`src/busint_pkg.sv`:
```
// Package with constants and carriers for the bus interrupter
// -----------------------------------------------------------------
// Overview of operation
// RULE1: Enable bit four gates each local input
// RULE2: Level field bits zero-two pick request line
// RULE3: Seven open-collector request lines, levels one-seven
// RULE4: Level zero means source is disabled
// RULE5: Shared level held until all sources serviced
// RULE6: Acknowledge start latches direction and level
// RULE7: No chain input means no action
// RULE8: No match passes chain onward
// RULE9: Disabled sources never match acknowledge
// RULE10: Internal mode drives vector then DTACK
// RULE11: Response-select bit chooses internal or external
// RULE12: External mode strobes low with source code
// RULE13: Local device completes external acknowledge; the code has no completion input and holds S_EXT until IACK is released
// RULE14: Separate control and vector per source
// RULE15: Lowest-numbered matching source served first
// RULE16: Acknowledge release negates all driven outputs
// -----------------------------------------------------------------
package busint_pkg;
  localparam int NSRC = 4;
  localparam int NLVL = 7;
  localparam int LVL_LSB = 0;
  localparam int LVL_W = 3;
  localparam int EN_BIT = 4;
  localparam int XSEL_BIT = 5;
  localparam logic [7:0] CTRL_BASE = 8'h00;
  localparam logic [7:0] VEC_BASE = 8'h10;
  localparam logic [7:0] STAT_ADDR = 8'h20;
  localparam logic [7:0] CTRL_RST = 8'h00;
  localparam logic [7:0] VEC_RST = 8'h0F;
  localparam int ST_PEND_LSB = 0;
  localparam int ST_IRQ_LSB = 4;
  localparam int ST_BUSY_BIT = 11;

  typedef struct packed {
    logic iack_n;
    logic chain_in_n;
    logic write_n;
    logic [2:0] addr;
  } busint_vin_t;

  typedef struct packed {
    logic [NLVL-1:0] irq_oe;
    logic chain_out_n;
    logic dtack_oe;
    logic data_oe;
    logic [7:0] data;
    logic strobe_n;
    logic [1:0] code;
  } busint_vout_t;

  typedef enum logic [2:0] {
    S_IDLE, S_CMP, S_PASS, S_VECT, S_DTACK, S_EXT, S_HOLD
  } busint_state_t;
endpackage

```
`src/busint_top.sv`:
```
// Bus interrupter: APB registers, request lines and acknowledge logic
//
// The register addresses and register access over APB were left to the implementer.
`timescale 1ns/1ps
module busint_top
  import busint_pkg::*;
(
  // APB
  input wire logic pclk,
  input wire logic presetn,
  input wire logic psel,
  input wire logic penable,
  input wire logic pwrite,
  input wire logic [7:0] paddr,
  input wire logic [31:0] pwdata,
  output logic [31:0] prdata,
  output logic pready,
  output logic pslverr,
  // Local sources
  input wire logic [NSRC-1:0] local_irq_in,
  // System bus pins
  input wire busint_vin_t vin,
  output busint_vout_t vout
);

  // -----------------------------------------------------------------
  // Input synchronisers
  // -----------------------------------------------------------------
  busint_vin_t vin_s1_r;
  busint_vin_t vin_s2_r;
  logic [NSRC-1:0] irq_s1_r;
  logic [NSRC-1:0] irq_s2_r;
  logic [NSRC-1:0] irq_d_r;

  always_ff @(posedge pclk or negedge presetn) begin
    if (!presetn) begin
      vin_s1_r <= '{iack_n: 1'b1, chain_in_n: 1'b1, write_n: 1'b1,
                    addr: 3'h0};
      vin_s2_r <= '{iack_n: 1'b1, chain_in_n: 1'b1, write_n: 1'b1,
                    addr: 3'h0};
      irq_s1_r <= '0;
      irq_s2_r <= '0;
      irq_d_r <= '0;
    end else begin
      vin_s1_r <= vin;
      vin_s2_r <= vin_s1_r;
      irq_s1_r <= local_irq_in;
      irq_s2_r <= irq_s1_r;
      irq_d_r <= irq_s2_r;
    end
  end

  // -----------------------------------------------------------------
  // Registers
  // -----------------------------------------------------------------
  logic [7:0] ctrl_r [NSRC];
  logic [7:0] vec_r [NSRC];
  logic [NSRC-1:0] pend_r;
  logic [NSRC-1:0] clr_vec;
  busint_state_t state_r;
  logic [LVL_W-1:0] cap_lvl_r;
  logic cap_wr_n_r;
  logic [NLVL-1:0] req_lvl;
  logic found;
  logic [1:0] hit_idx;
  logic wr_en;
  logic rd_en;
  logic mapped;
  logic [31:0] rdata_nxt;

  assign wr_en = psel && penable && pready && pwrite;
  assign rd_en = psel && penable && !pready;

  always_comb begin
    mapped = (paddr == STAT_ADDR);
    for (int i = 0; i < NSRC; i++) begin
      if (paddr == CTRL_BASE + 8'(4 * i) || paddr == VEC_BASE + 8'(4 * i))
        mapped = 1'b1;
    end
  end

  // RULE14: per-source register pairs
  always_ff @(posedge pclk or negedge presetn) begin
    if (!presetn) begin
      for (int i = 0; i < NSRC; i++) begin
        ctrl_r[i] <= CTRL_RST;
        vec_r[i] <= VEC_RST;
      end
    end else if (wr_en) begin
      for (int i = 0; i < NSRC; i++) begin
        if (paddr == CTRL_BASE + 8'(4 * i))
          ctrl_r[i] <= pwdata[7:0];
        if (paddr == VEC_BASE + 8'(4 * i))
          vec_r[i] <= pwdata[7:0];
      end
    end
  end

  always_comb begin
    rdata_nxt = 32'h0000_0000;
    for (int i = 0; i < NSRC; i++) begin
      if (paddr == CTRL_BASE + 8'(4 * i))
        rdata_nxt = {24'h000000, ctrl_r[i]};
      if (paddr == VEC_BASE + 8'(4 * i))
        rdata_nxt = {24'h000000, vec_r[i]};
    end
    if (paddr == STAT_ADDR) begin
      rdata_nxt[ST_PEND_LSB +: NSRC] = pend_r;
      rdata_nxt[ST_IRQ_LSB +: NLVL] = vout.irq_oe;
      rdata_nxt[ST_BUSY_BIT] = (state_r != S_IDLE);
    end
  end

  // APB answer one cycle into the access phase
  always_ff @(posedge pclk or negedge presetn) begin
    if (!presetn) begin
      pready <= 1'b0;
      pslverr <= 1'b0;
      prdata <= 32'h0000_0000;
    end else begin
      pready <= rd_en;
      pslverr <= rd_en && !mapped;
      if (rd_en && !pwrite)
        prdata <= rdata_nxt;
    end
  end

  // -----------------------------------------------------------------
  // Pending flags and request lines
  // -----------------------------------------------------------------
  function automatic logic qual(input logic [7:0] c, input logic p);
    // RULE1: enable gates the input
    // RULE4: level zero drives nothing
    qual = c[EN_BIT] && p && (c[LVL_LSB +: LVL_W] != 3'h0);
  endfunction

  // RULE5: flag cleared only by its own acknowledge, set wins
  always_ff @(posedge pclk or negedge presetn) begin
    if (!presetn)
      pend_r <= '0;
    else
      pend_r <= (pend_r & ~clr_vec) | (irq_s2_r & ~irq_d_r);
  end

  always_comb begin
    req_lvl = '0;
    for (int i = 0; i < NSRC; i++) begin
      // RULE2: level field selects the line
      if (qual(ctrl_r[i], pend_r[i]))
        req_lvl[ctrl_r[i][LVL_LSB +: LVL_W] - 3'h1] = 1'b1;
    end
  end

  // RULE3: open-collector enables, one per level
  always_ff @(posedge pclk or negedge presetn) begin
    if (!presetn)
      vout.irq_oe <= '0;
    else
      vout.irq_oe <= req_lvl;
  end

  // -----------------------------------------------------------------
  // Acknowledge match
  // -----------------------------------------------------------------
  always_comb begin
    found = 1'b0;
    hit_idx = 2'h0;
    // RULE15: lowest index wins
    for (int i = NSRC - 1; i >= 0; i--) begin
      // RULE9: disabled sources excluded
      if (qual(ctrl_r[i], pend_r[i]) &&
          ctrl_r[i][LVL_LSB +: LVL_W] == cap_lvl_r) begin
        found = 1'b1;
        hit_idx = 2'(i);
      end
    end
  end

  always_comb begin
    clr_vec = '0;
    if (state_r == S_CMP && !vin_s2_r.iack_n && !vin_s2_r.chain_in_n &&
        found)
      clr_vec[hit_idx] = 1'b1;
  end

  // -----------------------------------------------------------------
  // Acknowledge sequencer
  // -----------------------------------------------------------------
  always_ff @(posedge pclk or negedge presetn) begin
    if (!presetn) begin
      state_r <= S_IDLE;
      cap_lvl_r <= 3'h0;
      cap_wr_n_r <= 1'b1;
      vout.chain_out_n <= 1'b1;
      vout.dtack_oe <= 1'b0;
      vout.data_oe <= 1'b0;
      vout.data <= 8'h00;
      vout.strobe_n <= 1'b1;
      vout.code <= 2'h0;
    end else if (vin_s2_r.iack_n) begin
      // RULE7: no chain input, cycle ends quietly
      // RULE16: release everything at end of cycle
      state_r <= S_IDLE;
      vout.chain_out_n <= 1'b1;
      vout.dtack_oe <= 1'b0;
      vout.data_oe <= 1'b0;
      vout.strobe_n <= 1'b1;
    end else begin
      unique case (state_r)
        S_IDLE: begin
          // RULE6: latch direction and level
          cap_lvl_r <= vin_s2_r.addr;
          cap_wr_n_r <= vin_s2_r.write_n;
          state_r <= S_CMP;
        end
        S_CMP: begin
          if (!vin_s2_r.chain_in_n) begin
            if (!found) begin
              // RULE8: pass the chain on
              vout.chain_out_n <= 1'b0;
              state_r <= S_PASS;
            end else if (!ctrl_r[hit_idx][XSEL_BIT]) begin
              // RULE11: select bit clear, internal vector
              vout.data <= vec_r[hit_idx];
              vout.data_oe <= 1'b1;
              state_r <= S_VECT;
            end else begin
              // RULE12: external completion
              vout.strobe_n <= 1'b0;
              vout.code <= hit_idx;
              state_r <= S_EXT;
            end
          end
        end
        S_VECT: begin
          // RULE10: DTACK after vector
          vout.dtack_oe <= 1'b1;
          state_r <= S_DTACK;
        end
        S_PASS, S_DTACK, S_EXT, S_HOLD: begin
          state_r <= state_r;
        end
      endcase
    end
  end

  logic [NSRC-1:0] en_pend;
  always_comb begin
    for (int i = 0; i < NSRC; i++)
      en_pend[i] = qual(ctrl_r[i], pend_r[i]);
  end

  logic [NSRC-1:0] lvl_match;
  always_comb begin
    for (int i = 0; i < NSRC; i++)
      lvl_match[i] = en_pend[i] && ctrl_r[i][LVL_LSB +: LVL_W] == cap_lvl_r;
  end
endmodule
```
`config.mk`:
```
export PLATFORM = sky130hd
export DESIGN_NAME = busint_top
export DESIGN_NICKNAME = d
export VERILOG_FILES = /design/src/busint_pkg.sv /design/src/busint_top.sv
export SDC_FILE = /design/constraint.sdc
export NUM_CORES = 1
export LEC_CHECK = 0
export CAP_MARGIN = 5
export CORE_UTILIZATION = 65
export DETAILED_ROUTE_END_ITERATION = 6
export DONT_BUFFER_PORTS = 1
export PLACE_DENSITY = 0.81
export SETUP_SLACK_MARGIN = 0.4
export SYNTH_ARGS = -nofsm -noshare
export SYNTH_HDL_FRONTEND = slang
export SYNTH_SLANG_ARGS = --single-unit
```
`constraint.sdc`:
```
create_clock -name pclk -period 7.51 [get_ports pclk]
set_input_delay 0.751 -clock pclk [delete_from_list [all_inputs] [get_ports pclk]]
set_output_delay 0.751 -clock pclk [all_outputs]
set_load 0.03 [all_outputs]
```
---- After elaboration in Yosys (flattened, before gate mapping) ----
Index checks and enable logic that the tools add are counted.
cells by class
  $add $sub $neg .......................... 4
  magnitude comparators ................... 11
  equality and inequality tests ........... 23
  muxes and demuxes ....................... 58
  bitwise logic cells ..................... 12
  reductions and logical operators ........ 62
operators by type and width
  kind                                                  number
  two-way mux 32 bit                                    7
  two-way mux 12 bit                                    4
  binary-select mux 8 bit (select 2 bit)                2
  equality test 8 x 5 -> 1 bit (second input constant)  4
  two-way mux 7 bit                                     4
  logical AND 1 bit                                     26
  two-way mux 8 bit                                     3
  bitwise OR 7 bit                                      3
  AND reduction 2 bit                                   10
  two-way mux 1 bit                                     18
  two-way mux 3 bit                                     6
  equality test 8 x 4 -> 1 bit (second input constant)  2
  < comparator 3 x 4 -> 1 bit (second input constant)   4
  nonzero test 3 bit                                    5
  demux 1 bit (select 3 bit)                            4
  equality test 3 bit                                   4
  >= comparator 3 x 1 -> 1 bit (second input constant)  4
  two-way mux 6 bit                                     2
  subtractor 3 x 1 -> 3 bit (second input constant)     4
  AND reduction 5 bit                                   2
  equality test 3 bit (second input constant)           3
  two-way mux 9 bit                                     1
  case mux 3 bit (3 select lines)                       1
  bitwise AND 4 bit                                     2
  25 further kinds                                      45
storage, ports and cells
  bits in registers ....................... 151
  bits of input ports ..................... 55
  output and inout bits ................... 55
  logic and storage cells ................. 200

---- Logic depth before layout (Yosys ltp) ----
Gate-level depths: netlist (run 1).
  depth after elaboration ................. 16
  depth in mapped cells ................... 11
  gate-level depth less buffers ........... 8

---- Worst setup path after synthesis (run 1) ----
No wires, ideal clock.
  kind .................................... reg2reg
  start point ............................. register ctrl_r[16] (netlist name)
  end point ............................... register vout[0] (netlist name)
  setup time .............................. 125 ps
  data arrival time ....................... 2496 ps
  required time ........................... 7385 ps
  path slack .............................. 4889 ps
  stages on the path, launching flop included .. 11
  path buffers ............................ 2
  period minus slack after synthesis ...... 2621 ps
  cell sequence ........................... dfrtp_1 > clkbuf_1 > inv_1 > ha_1 > nor3_2 > a21oi_1 > or4_1 > buf_2 > or3_4 > o2111ai_2 > mux2_2
between the ends
  cells in the longest elaborated chain, start to end .. 10
  elaborated cells on any way between the ends .. 13
  those cells by class .................... eq/ne: 1; mux: 7; bitwise: 1; reduce/logical: 4
ends and longest elaborated chain
  what                                                   RTL line           RTL
  start: declaration                                     busint_top.sv:56   logic [7:0] ctrl_r [NSRC];
  start signal: indexed assignment                       busint_top.sv:92   ctrl_r[i] <= pwdata[7:0];
  nonzero test 3 bit                                     -
  logical AND 1 bit                                      -
  logical AND 1 bit *                                    -
  two-way mux 2 bit (2 in series)                        busint_top.sv:171  if (qual(ctrl_r[i], pend_r[i]) &&
  inverter 2 -> 3 bit (implied by the code)              busint_top.sv:222  end else if (!ctrl_r[hit_idx][XSEL_BIT]) begin
  binary-select mux 8 bit (select 2 bit)                 busint_top.sv:222
  two-way mux 6 bit (implied by the code) (2 in series)  busint_top.sv:222
  AND reduction 5 bit (no source line)                   -
  end: declaration                                       busint_top.sv:23   output busint_vout_t vout
Every way passes the cells marked *; elsewhere a longest branch is shown, timed or not. The select of a mux whose other input is x is not followed.
A chain may end at the register's enable or synchronous reset.

---- Worst setup path after layout (run 1) ----
  start point ............................. register ctrl_r[8] (netlist name)
  end point ............................... register vout[7] (netlist name)
between the ends
  cells in the longest elaborated chain, start to end .. 12
  elaborated cells on any way between the ends .. 19
  those cells by class .................... eq/ne: 1; mux: 12; bitwise: 2; reduce/logical: 4
ends and longest elaborated chain
  what                                                   RTL line
  nonzero test 3 bit                                     -
  logical AND 1 bit                                      -
  logical AND 1 bit *                                    -
  two-way mux 2 bit (3 in series)                        busint_top.sv:171
  inverter 2 -> 3 bit (implied by the code)              busint_top.sv:222, busint_top.sv:224
  binary-select mux 8 bit (select 2 bit)                 busint_top.sv:222
  two-way mux 6 bit (implied by the code) (2 in series)  busint_top.sv:222
  inverter 1 bit (no source line)                        -
  AND reduction 5 bit (no source line)                   -
Marks and branches as above.

==> results.sh, run 1 <==
export IMPL_finalWorstSetupSlack_ns=4.29
export IMPL_timing_fmax_ghz=0.311
export IMPL_ys_flop_type="dfrtp_1"
export IMPL_coreArea_um2=9730
export IMPL_powerDensity_nw_per_um2=233
export IMPL_critPathKind="reg2reg"
export IMPL_critPathLaunchType="flop"
export IMPL_die_area_um2=10400
export IMPL_drc=0
export IMPL_synth_compound_area_share_pct=15.1
export IMPL_finalWeightedCongestion=0.908
export IMPL_cts_resized=0
export IMPL_grt_pass1_wl_um=25700
export IMPL_viasPerCell=6.72
export IMPL_synth_async_reset_ratio_pct=100
export IMPL_vdd_drop_max_mv=0.180
export IMPL_p_leak_nw=3.14
export IMPL_regToRegEndpoint="vout[7]"
export IMPL_cts_tree="yes"
export IMPL_yosysTopAreaCellShare_pct=42.1
export IMPL_worst_pin_slew_ns=1.28
export IMPL_grt_max_degree=110
export IMPL_synth_top_family_by_area="compound AO/OA/AOI/OAI gates"
export IMPL_hpwl_um=10800
export IMPL_finalHoldViolCount=0
export IMPL_die_x_um=102
export IMPL_rsz0062_at_grt="false"
export IMPL_seq_area_frac_synth_pct=51.0
export IMPL_rrSetupSlack_ns=4.29
export IMPL_crit_required_ns=7.98
export IMPL_cap_violations=0
export IMPL_htree_levels=4
export IMPL_synth_top_cell_by_area="dfrtp_1"
export IMPL_cts_buffer_depth=2
export IMPL_gr_total_overflow=0
export IMPL_cts_buffers=17
export IMPL_row_count=36
export IMPL_synthXorXnorAreaFrac_pct=1.89
export IMPL_ant_nets=0
export IMPL_synthMuxAreaShare_pct=13.2
export IMPL_die_h_um=102
export IMPL_drt_iter0_drc=458
export IMPL_synth_edf_count=0
export IMPL_firstDrtPassIters=5
export IMPL_grt_usage_pct=34.2
export IMPL_nNetsFinal=643
export IMPL_critPathMaxFanout=10
export IMPL_ys_types=64
export IMPL_drive_gt1_share_pct=25.0
export IMPL_syn_to_final_growth_pct=8.75
export IMPL_final_max_slew_viol_count=0
export IMPL_routedWlPerCell_um=22.8
export IMPL_hold_class="in2async"
export IMPL_syn_area_um2=6480
export IMPL_grt_pass1_vias=4828
export IMPL_ys_ff_latch=131
export IMPL_synthTopCellsByArea="dfrtp_1 42%, mux2_2 11%, dfstp_2 8.9%"
export IMPL_crit_end="vout[7]"
export IMPL_wirelength_um=16600
export IMPL_antenna_found_initial=0
export IMPL_clock_sinks=131
export IMPL_synth_simple_gate_area_share_pct=11.5
export IMPL_yosysMostFrequentCell="dfrtp_1"
export IMPL_post_route_min_period_ns=3.22
export IMPL_post_cts_buffers=0
export IMPL_worst_ep_arrival_time_ns=3.69
export IMPL_endpoint_kind="flop"
export IMPL_synth_common_cells="109 x dfrtp_1, 66 x mux2_2, 45 x nor2_1"
export IMPL_clk_pin_slew_worst_paths_ns=0.06
export IMPL_synthAdderAreaFrac_pct=1.55
export IMPL_finalSetupTns_ns=0
export IMPL_cts_hold_buf=1
export IMPL_pin_count=110
export IMPL_setup_viol=0
export IMPL_worstRegToRegCells=8
export IMPL_preCtsSetupSlack_ns=4.39
export IMPL_root_buffer="clkbuf_8"
export IMPL_clk_latency_ns=0.53
export IMPL_portBuffers=0
export IMPL_synthCells=588
export IMPL_syn_avg_cell_area_um2=11.0
export IMPL_slew_headroom_pct=14.3
export IMPL_antenna_cells=0
export IMPL_rr_startpoint="ctrl_r[8]"
export IMPL_outcome="complete, no violations"
export IMPL_yosysWarningCount=0
export IMPL_initial_core_util_pct=66.6
export IMPL_min_period_over_period_pct=42.9
export IMPL_startpoint="ctrl_r[8]"
export IMPL_clock_skew_ns=0.00911
export IMPL_vias=4880
-- metrics by stage --
step	instance area, µm²	utilization (%)	total power, mW	std cells	hold slack [ns]
after global routing	7040	72.4	1.69	726	0.0464
after detailed placement	6450	66.3	0.847	693	0.336
after floorplan	6550	-	0.850	607	0.331
final	7040	72.4	1.64	726	0.0650
after global placement	6450	66.3	0.844	693	0.333
after CTS	7040	72.4	1.65	726	0.0446
-- state kept, by name (all words and copies together), names as in the netlist, 3 cells and up --
register   flops
pend_r         4
irq_d_r        4
vec_r         32
vin_s2_r       5
ctrl_r        32
prdata        12
state_r        3
irq_s1_r       4
irq_s2_r       4
vout          21
vin_s1_r       5
cap_lvl_r      3
-- area by class of cell --
cell class	count	area, µm²
timing repair buffer	3	42.5
tap	133	166
sequential	131	3310
inverter	22	82.6
clock inverter	10	106
clock buffer	22	463
fill	674	2690
multi-input combinational	405	2880
-- worst max-delay path, stage by stage (launching register included) --
cell and delay [ns]:
dfrtp_1 0.46, inv_1 0.11, ha_1 0.22, or3_1 0.32, a211oi_2 0.29, nor2b_1 0.83
nor3_1 0.17, o21ai_1 0.50, o32a_2 0.25
-- kinds of logic (layout without fill, tap and decap cells) --
logic type                 after synthesis  in the layout
AOI/OAI and AO/OA                      139            139
other                                    1             20
muxes                                   76             76
xor gates and xnor gates                14             14
adders and majority gates                8              8
buffers and inverters                   71             57
DFF                                    131            131
and+or+nand+nor                        148            148
-- cells in the final DEF, fill, tap and decap left out, types with 4 or more instances in the layout --
cell / Yosys / routed
a211oi_1: 6 / 6
a21oi_1: 30 / 30
a22o_1: 4 / 4
a22oi_1: 5 / 5
a31oi_1: 11 / 11
clkbuf_16: 0 / 16
clkbuf_8: 0 / 4
clkinv_2: 0 / 6
conb_1: 1 / 20
dfrtp_1: 109 / 109
dfstp_2: 22 / 22
ha_1: 8 / 8
inv_1: 22 / 22
mux2_2: 66 / 66
mux2i_1: 9 / 9
nand2_1: 40 / 40
nand2b_1: 8 / 8
nand3_1: 12 / 12
nor2_1: 45 / 45
nor2b_1: 5 / 5
nor3_1: 11 / 11
o21ai_0: 28 / 28
o221ai_1: 4 / 4
o22ai_1: 9 / 9
o311ai_0: 4 / 4
o32a_2: 9 / 9
o32ai_1: 5 / 5
xor2_1: 11 / 11
-- report_power, final --
| group | internal (mW) | switching (mW) | leakage [nW] |
|---|---|---|---|
| Clock | 0.495 | 0.295 | 0.284 |
| Combinational | 0.0271 | 0.0531 | 1.21 |
| Sequential | 0.729 | 0.0407 | 1.64 |
| Total | 1.25 | 0.388 | 3.14 |
-- metal layers --
layer  share of wire (%)  track usage (%)
met1                  40             43.5
met3                 9.6             10.1
met5                   0            0.962
met4                 4.8             19.2
met2                  46             52.5
-- worst min path at each step --
stage | start | endpoint | slack [ns] | cells after the start
5_1_grt | presetn | vec_r[1] | 0.05 | 0
4_1_cts | presetn | vec_r[1] | 0.04 | 0
6_report | presetn | vout[2] | 0.06 | 0
2_1_floorplan | irq_s1_r[0] | irq_s2_r[0] | 0.33 | 0
3_5_place_dp | vin_s1_r[2] | vin_s2_r[2] | 0.34 | 0
3_3_place_gp | irq_s1_r[0] | irq_s2_r[0] | 0.33 | 0
Note: power is estimated with default switching activity, not from simulation.
==> inputs of run 2 (changes only) <==
--- a/config.mk
+++ b/config.mk
@@ -6,10 +6,10 @@
 export NUM_CORES = 1
 export LEC_CHECK = 0
 export CAP_MARGIN = 5
-export CORE_UTILIZATION = 65
+export CORE_UTILIZATION = 57
 export DETAILED_ROUTE_END_ITERATION = 6
 export DONT_BUFFER_PORTS = 1
-export PLACE_DENSITY = 0.81
+export PLACE_DENSITY = 0.75
 export SETUP_SLACK_MARGIN = 0.4
 export SYNTH_ARGS = -nofsm -noshare
 export SYNTH_HDL_FRONTEND = slang
==> constraint.sdc (replaced) <==
create_clock -name pclk -period 2.8 [get_ports pclk]
set_input_delay 0.28 -clock pclk [delete_from_list [all_inputs] [get_ports pclk]]
set_output_delay 0.28 -clock pclk [all_outputs]
set_load 0.03 [all_outputs]
==> run 2 against run 1 <==
The run now ends with hold timing left; via count rose by 3.8%; wire length grew 5.6%; combinational power rose to 2.9 times the previous value; cell count is 9.0% higher; worst setup slack got worse by 4.0 ns; fmax rose by 29%; non-clock buffer count rose by 58; global-route usage down 3.3 points; die area is 14% higher; critical path type unchanged; sequential share of layout area shrank 4.3 points.
==> results.sh, run 2 (synthesis gave the netlist of run 1 again) <==
export IMPL_outcome="complete, but fails checks"
export IMPL_violations="hold timing"
export IMPL_min_period_over_period_pct=89.0
export IMPL_portBuffers=0
export IMPL_antenna_found_initial=0
export IMPL_hpwl_um=11100
export IMPL_die_h_um=109
export IMPL_root_buffer="clkbuf_16"
export IMPL_grt_max_degree=132
export IMPL_syn_to_final_growth_pct=19.7
export IMPL_instances_no_fill=791
export IMPL_final_max_slew_viol_count=0
export IMPL_viasPerCell=6.40
export IMPL_hold_class="in2async"
export IMPL_dp_cells=715
export IMPL_initial_core_util_pct=59.2
export IMPL_clk_latency_ns=0.43
export IMPL_finalWorstSetupSlack_ns=0.309
export IMPL_pin_count=110
export IMPL_clock_sinks=131
export IMPL_finalWeightedCongestion=0.911
export IMPL_vdd_drop_max_mv=0.440
export IMPL_row_count=38
export IMPL_post_route_min_period_ns=2.49
export IMPL_htree_levels=4
export IMPL_vias=5066
export IMPL_worst_ep_arrival_time_ns=2.80
export IMPL_cts_buffers=17
export IMPL_ant_nets=0
export IMPL_die_x_um=109
export IMPL_finalHoldViolCount=131
export IMPL_gr_total_overflow=0
export IMPL_finalSetupTns_ns=0
export IMPL_critPathKind="reg2reg"
export IMPL_cts_tree="yes"
export IMPL_powerDensity_nw_per_um2=572
export IMPL_firstDrtPassIters=5
export IMPL_fin_hold_ws_ns=-0.453
export IMPL_critPathLaunchType="flop"
export IMPL_preCtsSetupSlack_ns=0.0983
export IMPL_drt_iter0_drc=411
export IMPL_drive_gt1_share_pct=30.9
export IMPL_final_common_cell="dfrtp_1"
export IMPL_wirelength_um=17500
export IMPL_cap_violations=0
export IMPL_n_fill_cell=735
export IMPL_grt_usage_pct=30.9
export IMPL_routedWlPerCell_um=22.1
export IMPL_top_regs="ctrl_r: 32 flops, vec_r: 32 flops, vout: 21 flops"
export IMPL_endpoint_kind="flop"
export IMPL_antenna_cells=0
export IMPL_setup_viol=0
export IMPL_crit_required_ns=3.11
export IMPL_p_leak_nw=3.42
export IMPL_drc=0
export IMPL_grt_pass1_wl_um=26300
export IMPL_worst_pin_slew_ns=0.877
export IMPL_clk_pin_slew_worst_paths_ns=0.06
export IMPL_clock_skew_ns=0.00913
export IMPL_mostFrequentLayoutCells="108 x dfrtp_1, 64 x mux2_2, 44 x nor2_1"
export IMPL_die_area_um2=11800
export IMPL_cts_buffer_depth=2
export IMPL_grt_pass1_vias=5056
export IMPL_timing_fmax_ghz=0.402
export IMPL_slew_headroom_pct=41.0
export IMPL_rsz0062_at_grt="true"
export IMPL_nNetsFinal=701
export IMPL_coreArea_um2=10900
export IMPL_critPathMaxFanout=8
run 2: cell types whose count changed in the layout (fill, tap and decap cells not counted), sizes merged:
cell         previous run  this run
dlygate4sd3             0        25
bufinv                  2         1
clkinvlp                1         4
clkinv                  7         3
inv                    22        24
buf                     3        36
run 2: final timing paths:
path | from | endpoint | slack [ns] | cells past startpoint
min in group pclk | pwdata[6] | ctrl_r[14] | 0 | 1
max in group asynchronous | presetn | vec_r[2] | 3.01 | 0
worst max register to register | pready | ctrl_r[24] | 0.31 | 4
worst min register to register | irq_s1_r[2] | irq_s2_r[2] | 0.35 | 0
worst max-delay path | pready | ctrl_r[24] | 0.31 | 4
worst min-delay path | presetn | pslverr | -0.45 | 0
run 2: what timing repair did:
item	4_1_cts	5_1_grt
setup endpoints to repair	11	33
setup buffers	12	7
resized for setup	17	17
pin swaps	9	17
endpoints found under the hold margin	178	135
hold buffers	22	3
run 2: layout make-up:
type	instances	area [µm²]	area share, %
clock buffers	22	474	6.11
clock inverters	10	100	1.29
inverters	22	82.6	1.06
multi-input cells	405	3080	39.7
flip-flops and latches	131	3310	42.6
well taps	140	175	2.26
repair buffers	61	537	6.92
run 2: critical path, stage by stage (launching register included):
cell and delay (ns):
dfrtp_1 0.57, nand4_1 0.55, nor3_1 0.45, nand2_1 0.40
mux2_2 0.40
run 2: power by group:
group / leakage, nW / switching, mW / internal, mW
logic: 1.51 / 0.135 / 0.0976
registers: 1.64 / 0.113 / 1.96
clock network: 0.269 / 0.842 / 1.30
run 2: stage by stage:
step	hold WS, ns	total power [mW]	area [µm²]	util (%)
after floorplan	-0.0156	2.28	6590	-
after global routing	-0.462	4.56	7750	70.9
after CTS	-0.461	4.43	7590	69.4
after global placement	-0.0121	2.27	6590	60.3
after detailed placement	-0.0117	2.28	6590	60.3
final	-0.453	4.44	7750	70.9
run 2: layer usage:
metal	share of wire, %	track usage, %
met1	39	35.8
met2	48	50.1
met3	9.3	11.0
met4	4.2	16.3
met5	0	0
==> inputs of run 3 (changes only) <==
--- a/config.mk
+++ b/config.mk
@@ -6,6 +6,7 @@
 export NUM_CORES = 1
 export LEC_CHECK = 0
 export CAP_MARGIN = 5
+export CORE_MARGIN = 2
 export CORE_UTILIZATION = 57
 export DETAILED_ROUTE_END_ITERATION = 6
 export DONT_BUFFER_PORTS = 1
==> run 3 against run 2 <==
Critical path type unchanged; largest power group is now registers; highest routed layer unchanged; worst hold slack gained 0.0088 ns; critical path depth grew 6; global-route usage shrank 2.3 points; critical endpoint is now vout[9]; the flow still finishes with violations (hold timing).
==> results.sh, run 3 (synthesis gave the netlist of run 1 again) <==
export IMPL_outcome="complete, but fails checks"
export IMPL_violations="hold timing"
export IMPL_initial_core_util_pct=59.0
export IMPL_nNetsFinal=697
export IMPL_crit_family="compound AO/OA/AOI/OAI gates"
export IMPL_portBuffers=0
export IMPL_ant_nets=0
export IMPL_met1_usage_pct=37.8
export IMPL_critPathLaunchType="flop"
export IMPL_path_buf_inv=3
export IMPL_finalHoldViolCount=131
export IMPL_htree_levels=4
export IMPL_grt_pass1_vias=4971
export IMPL_finalSetupTns_ns=0
export IMPL_hold_class="in2async"
export IMPL_power_mw=4.28
export IMPL_clock_skew_ns=0.00984
export IMPL_pin_count=110
export IMPL_gr_max_usage_layer="met2"
export IMPL_rsz0062_at_grt="true"
export IMPL_use_met2_pct=44.8
export IMPL_pwr_share_comb_pct=5.2
export IMPL_vias=5013
export IMPL_cts_tree="yes"
export IMPL_gr_usage_met3_pct=7.08
export IMPL_crit_required_ns=3.10
export IMPL_finalWeightedCongestion=0.925
export IMPL_final_common_cell="dfrtp_1"
export IMPL_n_fill_cell=765
export IMPL_max_stage_delay_ns=0.38
export IMPL_antenna_found_initial=0
export IMPL_drt_iter0_drc=476
export IMPL_clk_latency_ns=0.42
export IMPL_critPathKind="reg2reg"
export IMPL_finalWorstSetupSlack_ns=0.355
export IMPL_mostFrequentLayoutCells="108 x dfrtp_1, 64 x mux2_2, 45 x nor2_1"
export IMPL_min_period_over_period_pct=87.3
export IMPL_switching_share_pct=24.2
export IMPL_preCtsSetupSlack_ns=0.0673
export IMPL_clk_pin_slew_worst_paths_ns=0.06
export IMPL_crit_slowest_cell="o32a_2"
export IMPL_p_sw_mw=1.03
export IMPL_root_buffer="clkbuf_16"
export IMPL_coreArea_um2=11000
export IMPL_powerDensity_nw_per_um2=559
export IMPL_post_route_min_period_ns=2.44
export IMPL_timing_fmax_ghz=0.409
export IMPL_drc=0
export IMPL_path_cells="inv_2, ha_4, or3_4, a211oi_4, nand3_4, buf_6, a31oi_4, buf_12, nor2_1, o32a_2"
export IMPL_die_h_um=111
export IMPL_final_max_slew_viol_count=0
export IMPL_multiInputGateArea_um2=3060
export IMPL_grt_max_degree=132
export IMPL_viasPerCell=6.37
export IMPL_fin_hold_ws_ns=-0.444
export IMPL_p_int_mw=3.25
export IMPL_routedWlPerCell_um=21.8
export IMPL_wirelength_um=17100
export IMPL_top_regs="ctrl_r: 32 flops, vec_r: 32 flops, vout: 21 flops"
export IMPL_p_leak_nw=3.37
export IMPL_grt_pass1_wl_um=27000
export IMPL_worst_ep_arrival_time_ns=2.74
export IMPL_syn_to_final_growth_pct=18.2
export IMPL_cap_violations=0
export IMPL_placed_area_um2=6580
export IMPL_cts_buffers=17
export IMPL_firstDrtPassIters=5
export IMPL_power_frac_seq_pct=48.3
export IMPL_postLayoutCellArea_um2=7650
export IMPL_die_x_um=111
export IMPL_slew_headroom_pct=43.9
export IMPL_grt_usage_pct=28.6
export IMPL_clock_sinks=131
export IMPL_die_area_um2=12200
export IMPL_endpoint_kind="flop"
export IMPL_drive_gt1_share_pct=31.8
export IMPL_vdd_drop_max_mv=0.457
export IMPL_cts_buffer_depth=2
export IMPL_worst_pin_slew_ns=0.833
export IMPL_setup_viol=0
export IMPL_hpwl_um=11400
export IMPL_antenna_cells=0
export IMPL_row_count=38
export IMPL_clock_power_share_pct=46.5
export IMPL_critPathMaxFanout=7
export IMPL_gr_total_overflow=0
export IMPL_seqCellArea_um2=3310
-- run 3: per-layer routing --
layer | up-vias | routed length, µm
li1 | 2203 | -
met1 | 2498 | 6940
met2 | 262 | 8180
met3 | 50 | 1450
met4 | 0 | 570
met5 | - | 0
-- run 3: timing repair --
item	CTS	global route
hold buffers	19	1
buffers inserted	11	10
pin swaps	7	8
endpoints found under the hold margin	167	132
endpoints found under the setup margin	12	27
gates resized for setup	26	15
-- run 3: area by class of cell --
| type | count | area share (%) |
|---|---|---|
| Clock buffer | 24 | 6.29 |
| Sequential cell | 131 | 43.2 |
| Timing Repair Buffer | 57 | 6.51 |
| Inverter | 22 | 1.08 |
| Tap cell | 140 | 2.29 |
| Multi-Input combinational cell | 405 | 39.9 |
| Clock inverter | 8 | 0.703 |
-- run 3: metrics by stage --
stage | hold WS (ns) | util, % | std cells
2_1_floorplan | -0.0156 | - | 607
6_report | -0.444 | 69.7 | 787
5_1_grt | -0.460 | 69.7 | 787
3_3_place_gp | -0.0114 | 59.9 | 714
3_5_place_dp | -0.0102 | 59.9 | 714
4_1_cts | -0.455 | 68.4 | 776
-- run 3: power by group through the flow --
stage	combinational, mW	sequential (mW)	clock [mW]
2_1_floorplan	0.222	2.06	0
3_3_place_gp	0.175	2.09	0
3_5_place_dp	0.181	2.10	0
4_1_cts	0.215	2.07	2.01
5_1_grt	0.236	2.08	2.10
6_report	0.221	2.07	1.99
-- run 3: path summary, 6_finish.rpt --
path	depth (start not counted)	end	slack (ns)	startpoint
min in group pclk	1	ctrl_r[30]	0.01	pwdata[6]
hold reg to reg	0	vin_s2_r[2]	0.35	vin_s1_r[2]
hold / removal	0	vout[19]	-0.44	presetn
setup reg to reg	10	vout[9]	0.36	ctrl_r[9]
setup / recovery	10	vout[9]	0.36	ctrl_r[9]
max in group asynchronous	0	vec_r[25]	2.95	presetn
